--- src/hdl/run_ready_pkg.sv ---
// shared constants and carrier types for the run/ready status logic
package run_ready_pkg;
	localparam int unsigned CLK_HZ        = 100_000_000;
	localparam int unsigned BLINK_PERIOD_MS = 1000;
	// half period in cycles: period in ms times cycles per ms, halved
	localparam int unsigned BLINK_HALF_CYC = (BLINK_PERIOD_MS * (CLK_HZ / 1000)) / 2;
	localparam int unsigned BLINK_CNT_W   = 26;
	localparam logic [BLINK_CNT_W-1:0] BLINK_CNT_ZERO = 26'h0;
	localparam logic [BLINK_CNT_W-1:0] BLINK_CNT_ONE  = 26'h1;
	// ready relay output levels
	localparam logic RELAY_READY     = 1'b1;
	localparam logic RELAY_NOT_READY = 1'b0;

	// panel switch and remote inputs, raw from pins
	typedef struct packed {
		logic start_sw;
		logic stop_sw;
		logic remote_start;
	} start_pins_t;

	// conditions reported by the surrounding system
	typedef struct packed {
		logic method_loaded;
		logic in_run;
		logic seq_mode;
		logic seq_done;
		logic mem_ok;
		logic seg_free;
		logic panel_enabled;
	} rearm_cond_t;

	// indicator drive
	typedef struct packed {
		logic system_ready;
		logic ready_active;
		logic range_error;
	} leds_t;

	typedef enum logic [1:0] {
		OVR_NONE,
		OVR_FORCE_READY,
		OVR_FORCE_NOT_READY
	} override_t;
endpackage

--- src/hdl/pin_sync.sv ---
// three-stage synchroniser; output moves once stages two and three agree
`timescale 1ns/1ps
module pin_sync (
	// clock and reset
	input  wire logic core_clk_i,
	input  wire logic reset_n_i,
	// async pin in, clean level out
	input  wire logic pin_i,
	output logic      level_o
);
	logic s1_q, s2_q, s3_q, level_q;
	logic level_d;

	// hold last agreed value while stages disagree
	always_comb begin
		level_d = level_q;
		if (s2_q == s3_q) begin
			level_d = s3_q;
		end
	end

	// register chain
	always_ff @(posedge core_clk_i or negedge reset_n_i) begin
		if (!reset_n_i) begin
			s1_q    <= 1'b0;
			s2_q    <= 1'b0;
			s3_q    <= 1'b0;
			level_q <= 1'b0;
		end else begin
			s1_q    <= pin_i;
			s2_q    <= s1_q;
			s3_q    <= s2_q;
			level_q <= level_d;
		end
	end

	assign level_o = level_q;
endmodule

--- src/hdl/run_ready_status_logic.sv ---
// run arming, start gating, ready relay and front panel indicator control
`timescale 1ns/1ps
module run_ready_status_logic #(
	// blink half period in clock cycles
	parameter int unsigned BLINK_HALF = run_ready_pkg::BLINK_HALF_CYC
) (
	// clock and reset
	input  wire logic                        core_clk_i,
	input  wire logic                        reset_n_i,
	// raw pins: panel switches and remote start
	input  wire run_ready_pkg::start_pins_t  pins_i,
	// system conditions, same clock domain
	input  wire run_ready_pkg::rearm_cond_t  cond_i,
	input  wire logic                        fw_online_i,
	input  wire logic                        data_backlog_i,
	input  wire logic                        out_of_range_i,
	input  wire logic                        adc_cmd_error_i,
	// outputs
	output logic                             start_run_o,
	output logic                             ready_relay_o,
	output logic                             armed_o,
	output run_ready_pkg::leds_t             leds_o
);
	// synchronised pin levels
	logic start_lvl, stop_lvl, remote_lvl;

	pin_sync u_sync_start (
		.core_clk_i (core_clk_i),
		.reset_n_i  (reset_n_i),
		.pin_i      (pins_i.start_sw),
		.level_o    (start_lvl)
	);
	pin_sync u_sync_stop (
		.core_clk_i (core_clk_i),
		.reset_n_i  (reset_n_i),
		.pin_i      (pins_i.stop_sw),
		.level_o    (stop_lvl)
	);
	pin_sync u_sync_remote (
		.core_clk_i (core_clk_i),
		.reset_n_i  (reset_n_i),
		.pin_i      (pins_i.remote_start),
		.level_o    (remote_lvl)
	);

	// state
	logic                                  start_prev_q, remote_prev_q, loaded_prev_q, run_prev_q;
	logic                                  ready_q, ready_d;
	logic                                  acq_q, acq_d;
	run_ready_pkg::override_t              ovr_q, ovr_d;
	logic                                  start_q, start_d;
	logic                                  relay_q, relay_d;
	run_ready_pkg::leds_t                  leds_q, leds_d;
	logic [run_ready_pkg::BLINK_CNT_W-1:0] blink_cnt_q, blink_cnt_d;
	logic                                  blink_q, blink_d;

	// rising edge of a level against its registered copy
	function automatic logic rose_edge(input logic now_lvl, input logic prev_lvl);
		return now_lvl & ~prev_lvl;
	endfunction

	// ready as shown on relay and indicator: effectively ready and idle
	function automatic logic shown_ready(input logic ready_lvl, input logic busy);
		return ready_lvl & ~busy;
	endfunction

	// edge events on synchronised pin levels and on the method-loaded and in-run conditions
	logic start_rise, remote_rise, toggle_ev, panel_start, loaded_rise, run_end;
	logic rearm_ok, eff_ready;

	assign start_rise  = rose_edge(start_lvl, start_prev_q);
	assign remote_rise = rose_edge(remote_lvl, remote_prev_q);
	assign loaded_rise = rose_edge(cond_i.method_loaded, loaded_prev_q);
	assign run_end     = rose_edge(run_prev_q, cond_i.in_run);  // in-run seen, now dropped
	assign toggle_ev   = start_rise & stop_lvl;
	assign panel_start = start_rise & ~stop_lvl;

	// all re-arm conditions
	assign rearm_ok = ~cond_i.in_run
		& (~cond_i.seq_mode | ~cond_i.seq_done)
		& cond_i.mem_ok
		& cond_i.seg_free
		& cond_i.panel_enabled;

	// override wins over normal ready tracking
	always_comb begin
		unique case (ovr_q)
			run_ready_pkg::OVR_FORCE_READY:     eff_ready = 1'b1;
			run_ready_pkg::OVR_FORCE_NOT_READY: eff_ready = 1'b0;
			run_ready_pkg::OVR_NONE:            eff_ready = ready_q;
			default:                            eff_ready = 1'b0;  // unused code: not ready
		endcase
	end

	// blink timebase: fixed period from the clock only
	always_comb begin
		blink_cnt_d = blink_cnt_q + run_ready_pkg::BLINK_CNT_ONE;
		blink_d     = blink_q;
		// wrap and flip the phase once a half period is complete
		if (blink_cnt_d == run_ready_pkg::BLINK_CNT_W'(BLINK_HALF)) begin
			blink_cnt_d = run_ready_pkg::BLINK_CNT_ZERO;
			blink_d     = ~blink_q;
		end
	end

	// ready / acquisition / override sequencing
	always_comb begin
		ready_d = ready_q;
		acq_d   = acq_q;
		ovr_d   = ovr_q;
		start_d = 1'b0;
		// toggle forced state; first toggle forces ready
		if (toggle_ev) begin
			unique case (ovr_q)
				run_ready_pkg::OVR_FORCE_READY: ovr_d = run_ready_pkg::OVR_FORCE_NOT_READY;
				run_ready_pkg::OVR_FORCE_NOT_READY: ovr_d = run_ready_pkg::OVR_FORCE_READY;
				run_ready_pkg::OVR_NONE: ovr_d = run_ready_pkg::OVR_FORCE_READY;
				default: ovr_d = run_ready_pkg::OVR_NONE;
			endcase
		end
		// run ends once the system has reported it and then drops in-run
		if (acq_q && run_end) begin
			acq_d = 1'b0;
		end
		// arm on method load, re-arm after run when allowed
		if (!acq_q && !ready_q && cond_i.method_loaded && (loaded_rise || rearm_ok)) begin
			ready_d = rearm_ok | loaded_rise;
		end
		// start only when effectively ready
		if (eff_ready && !acq_q && !toggle_ev && (panel_start || remote_rise)) begin
			start_d = 1'b1;
			acq_d   = 1'b1;
			ready_d = 1'b0;
		end
	end

	// relay and indicator drive
	always_comb begin
		relay_d = shown_ready(eff_ready, acq_q) ? run_ready_pkg::RELAY_READY
			: run_ready_pkg::RELAY_NOT_READY;
		leds_d.ready_active = acq_q ? blink_q : shown_ready(eff_ready, acq_q);
		if (!fw_online_i) begin
			leds_d.system_ready = 1'b0;
		end else if (data_backlog_i && !acq_q) begin
			leds_d.system_ready = blink_q;
		end else begin
			leds_d.system_ready = 1'b1;
		end
		// command error blink outranks out-of-range
		if (adc_cmd_error_i) begin
			leds_d.range_error = blink_q;
		end else begin
			leds_d.range_error = out_of_range_i;
		end
	end

	// edge history of the watched levels
	always_ff @(posedge core_clk_i or negedge reset_n_i) begin
		if (!reset_n_i) begin
			start_prev_q  <= 1'b0;
			remote_prev_q <= 1'b0;
			loaded_prev_q <= 1'b0;
			run_prev_q    <= 1'b0;
		end else begin
			start_prev_q  <= start_lvl;
			remote_prev_q <= remote_lvl;
			loaded_prev_q <= cond_i.method_loaded;
			run_prev_q    <= cond_i.in_run;
		end
	end

	// blink timebase registers
	always_ff @(posedge core_clk_i or negedge reset_n_i) begin
		if (!reset_n_i) begin
			blink_cnt_q   <= run_ready_pkg::BLINK_CNT_ZERO;
			blink_q       <= 1'b0;
		end else begin
			blink_cnt_q   <= blink_cnt_d;
			blink_q       <= blink_d;
		end
	end

	// ready, acquisition and override registers
	always_ff @(posedge core_clk_i or negedge reset_n_i) begin
		if (!reset_n_i) begin
			ready_q       <= 1'b0;
			acq_q         <= 1'b0;
			ovr_q         <= run_ready_pkg::OVR_NONE;
			start_q       <= 1'b0;
		end else begin
			ready_q       <= ready_d;
			acq_q         <= acq_d;
			ovr_q         <= ovr_d;
			start_q       <= start_d;
		end
	end

	// relay and indicator registers
	always_ff @(posedge core_clk_i or negedge reset_n_i) begin
		if (!reset_n_i) begin
			relay_q       <= run_ready_pkg::RELAY_NOT_READY;
			leds_q        <= '0;
		end else begin
			relay_q       <= relay_d;
			leds_q        <= leds_d;
		end
	end

	assign start_run_o   = start_q;
	assign ready_relay_o = relay_q;
	assign armed_o       = ready_q;
	assign leds_o        = leds_q;
endmodule

--- config.mk ---
export PLATFORM = sky130hd
export DESIGN_NAME = run_ready_status_logic
export DESIGN_NICKNAME = d
export VERILOG_FILES = /design/src/hdl/run_ready_pkg.sv /design/src/hdl/pin_sync.sv /design/src/hdl/run_ready_status_logic.sv
export SDC_FILE = /design/constraint.sdc
export NUM_CORES = 1
export LEC_CHECK = 0
export BUFFER_PORTS_ARGS = -buffer_cell sky130_fd_sc_hd__buf_2
export CAP_MARGIN = 0
export CORE_ASPECT_RATIO = 0.8
export CORE_UTILIZATION = 30
export CTS_BUF_LIST = sky130_fd_sc_hd__clkbuf_8
export CTS_CLUSTER_DIAMETER = 200
export DETAILED_ROUTE_END_ITERATION = 10
export GPL_TIMING_DRIVEN = 0
export SYNTH_ARGS = -nofsm -noshare
export SYNTH_HDL_FRONTEND = slang
export SYNTH_HIERARCHICAL = 1
export SYNTH_SLANG_ARGS = --single-unit
--- constraint.sdc ---
create_clock -name core_clk_i -period 3.8 [get_ports core_clk_i]
set_clock_uncertainty 0.1 [all_clocks]
set_input_delay 0 -clock core_clk_i [delete_from_list [all_inputs] [get_ports core_clk_i]]
set_output_delay 0 -clock core_clk_i [all_outputs]
set_load 0.05 [all_outputs]
==> impl_results.md <==
- Status: complete, no violations
- Period utilisation layout: 0.8485
- MaxCap Viol Count: 0
- Count leader, synth: dfrtp_1
- Worst EP required: 3900 ps
- Clock-pin slew on the worst setup and hold paths: 100 ps
- Post-Synth Simple-Gate Area: 0.2246
- Layout cells sized above 1: 0.2269
- First-iteration detailed-routing DRC count: 94
- Layout Nets: 276
- Reg area: 1301 sq um
- Initial Util: 0.3195
- Ys async rst share: 1.000
- Leakage: 1.215 nW
- Top post-synthesis cells by area: dfrtp_1 (54%), xnor2_1 (4.7%), xor2_1 (3.2%), nor2_2 (2.6%), nand4_1 (2.3%)
- Worst Tran Pin Value: 1150 ps
- Final Hold Viols: 0
- Critical path launch point type: register
- Filler Cell Count: 753
- DIE HEIGHT: slightly above 80 um
- Area grow syn2layout: 18.86%
- Clk Latency, worst-skew pair: about 310 ps
- #FFs+latches synth: between 50 and 60
- Post-synth top area share: 0.5358
- Bufs and invs on worst path: 2
- DRT Pass-1 Iters: 4
- CP max stage delay: 540 ps
- Ports: 22
- Max H-tree Level: 2
- Syn_area_per_cell: around 11 sq um
- Top delay family on crit path: simple AND/OR/NAND/NOR gates
- Largest net degree at the start of global routing: 53
- Total number of vias: 1782
- # DRC: 0
- Multi-input combinational cell area: roughly 1000 sq um
- Number of CTS-inserted buffers: 5
- Largest family of logic cells by synthesized area: simple AND/OR/NAND/NOR gates
- PwrDens: roughly 420 nW/um^2
- DR WL/cell: roughly 14 um
- Post-synth top cells: dfrtp_1 (52), nand2_1 (13), xnor2_1 (13)
- Mux cell area share after synthesis: 0.01340
- First-pass GRT wire length: between 8 and 9 mm
- WP depth: 9
- Post-route ant nets: 0
- Reg2Reg Setup Slack: 580 ps
- Crit path to: blink_cnt_q[15]$_DFF_PN0_
- Synth Area in Compound Gates: 0.09171
- DP Worst Slack: 607.6 ps
- Crit path from: blink_cnt_q[0]$_DFF_PN0_
- Core ar.: 7602 sq um
- Setup ws final: around 580 ps
- Cells after Synth: 221
- F_max: 310.2 MHz
- Minimum hold slack: 103.0 ps
- Die width: 102.6 um
- Hold crit path type: input port to register
- Slew margin rel.: 0.2331
- Reg-to-reg endpoint: blink_cnt_q[15]$_DFF_PN0_
- Post-layout util: 0.3797
- TNS Setup: 0 ps
- Reg-to-Reg Start: blink_cnt_q[0]$_DFF_PN0_
- Endpoints failing setup: 0
- Worst-case reg-to-reg path depth: 9
- Antenna diode count: 0
- Syn Nets: 238
- Synthesized area: 2429 sq um
- Initial antenna violation count: 0
- Setup Crit Path Kind: register to register
- Register with the most flip-flops: blink_cnt_q
- XOR/XNOR Fraction of Synth Area: 0.07934
- Worst EP arrival: 3330 ps
- Crit path cell chain: ha_1 -> nand2_2 -> or4_1 -> clkbuf_2 -> or4_4 -> a222oi_1 -> and4bb_4 -> buf_12 -> nor2_2
- Die ar.: 8462 sq um
- CTS tree: done
- CP Max Fanout: 10
- Slew Viols, Final: 0
- HPWL Detailed: 3.458 mm
- Worst vdd ir: 0.1611 mV
- RSZ-0062 raised after global routing: false
- CP Capture Type: register
- Distinct cells, synth: 52
- Yosys warns: 6
- Sink Count: 52
- Max Root-Sink Buffers: 2
- Post-layout min period: 3224 ps
- GRT overflow: 0
- Placer congestion estimate: 0.8145
- Global-route usage over all layers: 0.1348
- Vias in the first global route: around 1800
- DRT Wirelength: between 4 and 5 mm
- Number of synthesized flops with an enable pin: 0
- Port bufs: 21
- Largest area contributor in the netlist: dfrtp_1
- Post-CTS Setup Bufs: 0
- Adder-cell share of the synthesized area: 0.01906
- Clock root buffer: clkbuf_8
- Drt via density: 4.882
- Max reg flops: 26
- Row count: 28
- Seq/Total Area, Yosys: 0.5358
- Predominant post-synthesis flop cell: dfrtp_1
- CP max-delay cell: or4_1
-- what timing repair did --
| item | 4_1_cts | 5_1_grt |
|---|---|---|
| endpoints found under the hold margin | 61 | 0 |
| gates resized for setup | 0 | 0 |
| setup endpoints to repair | 0 | 0 |
| hold buffers | 10 | 0 |
-- through the flow --
stage	cell area, sq um	power [mW]	std cells
floorplan	2429	0.7610	221
global placement	2665	0.8129	347
detailed placement	2665	0.8196	347
CTS	2887	1.236	365
global route	2887	1.281	365
finish	2887	1.220	365
-- cell families after synthesis --
logic type                 after synthesis
and+or+nand+nor                         92
xor gates and xnor gates                22
muxes                                    3
DFF                                     52
adders and majority gates                4
AOI/OAI and AO/OA                       31
buffers and inverters                   17
-- metal layers --
layer	track usage	wire length, um
met1	0.1894	2622
met2	0.2047	2100
met3	0.02273	109
met4	0.05857	97
met5	0	0
-- power by group --
part	internal [mW]	leakage, nW	switching, mW	total [mW]
Clock	0.216	0.0614	0.191	0.406
Combinational	0.0596	0.492	0.122	0.181
Sequential	0.601	0.661	0.0314	0.632
-- worst register-to-register path, stage by stage (launching register included) --
cell and delay, ps:
dfrtp_1 440, ha_1 300, nand2_2 130, or4_1 540, clkbuf_2 190, or4_4 520, a222oi_1 380, and4bb_4 330
buf_12 160, nor2_2 50
-- final cells by class --
class / instances / area share
Sequential cell: 52 / 0.4508
Multi-Input combinational cell: 152 / 0.3602
Timing Repair Buffer: 31 / 0.07109
Tap cell: 105 / 0.04551
Clock buffer: 6 / 0.02861
Buffer: 9 / 0.01994
Clock inverter: 2 / 0.01344
Inverter: 8 / 0.01040
-- layout by cell type (no fill, tap or decap), drive strengths merged, types with 2 or more instances in the layout --
cell type,synthesis,layout
dfrtp,52,52
buf,4,25
nor2,21,21
nand2,14,14
xnor2,13,13
clkbuf,5,11
dlygate4sd3,0,10
nand4,9,9
xor2,9,9
inv,8,8
and2,8,8
nand3,7,7
nor4,6,6
nor3,6,6
o21ai,5,5
a21oi,4,4
a211oi,3,3
a31oi,3,3
o2111ai,3,3
nand3b,3,3
nand2b,3,3
maj3,3,3
and4,3,3
a2111oi,2,2
and4b,2,2
mux2,2,2
or3,2,2
nand4b,2,2
a21o,2,2
or4,2,2
a211o,2,2
-- worst min-delay path by stage --
stage	start	to	slack (ps)	depth (start not counted)
2_1_floorplan	reset_n_i	acq_q$_DFFE_PN0P_	-400	0
4_1_cts	cond_i[3]	armed_o$_DFFE_PN0P_	80	5
6_report	cond_i[3]	armed_o$_DFFE_PN0P_	100	5
5_1_grt	cond_i[0]	armed_o$_DFFE_PN0P_	170	5
3_5_place_dp	pins_i[1]	u_sync_stop/s1_q$_DFF_PN0_	9	1
3_3_place_gp	pins_i[1]	u_sync_stop/s1_q$_DFF_PN0_	7	1
Note: power is estimated with default switching activity, not from simulation.
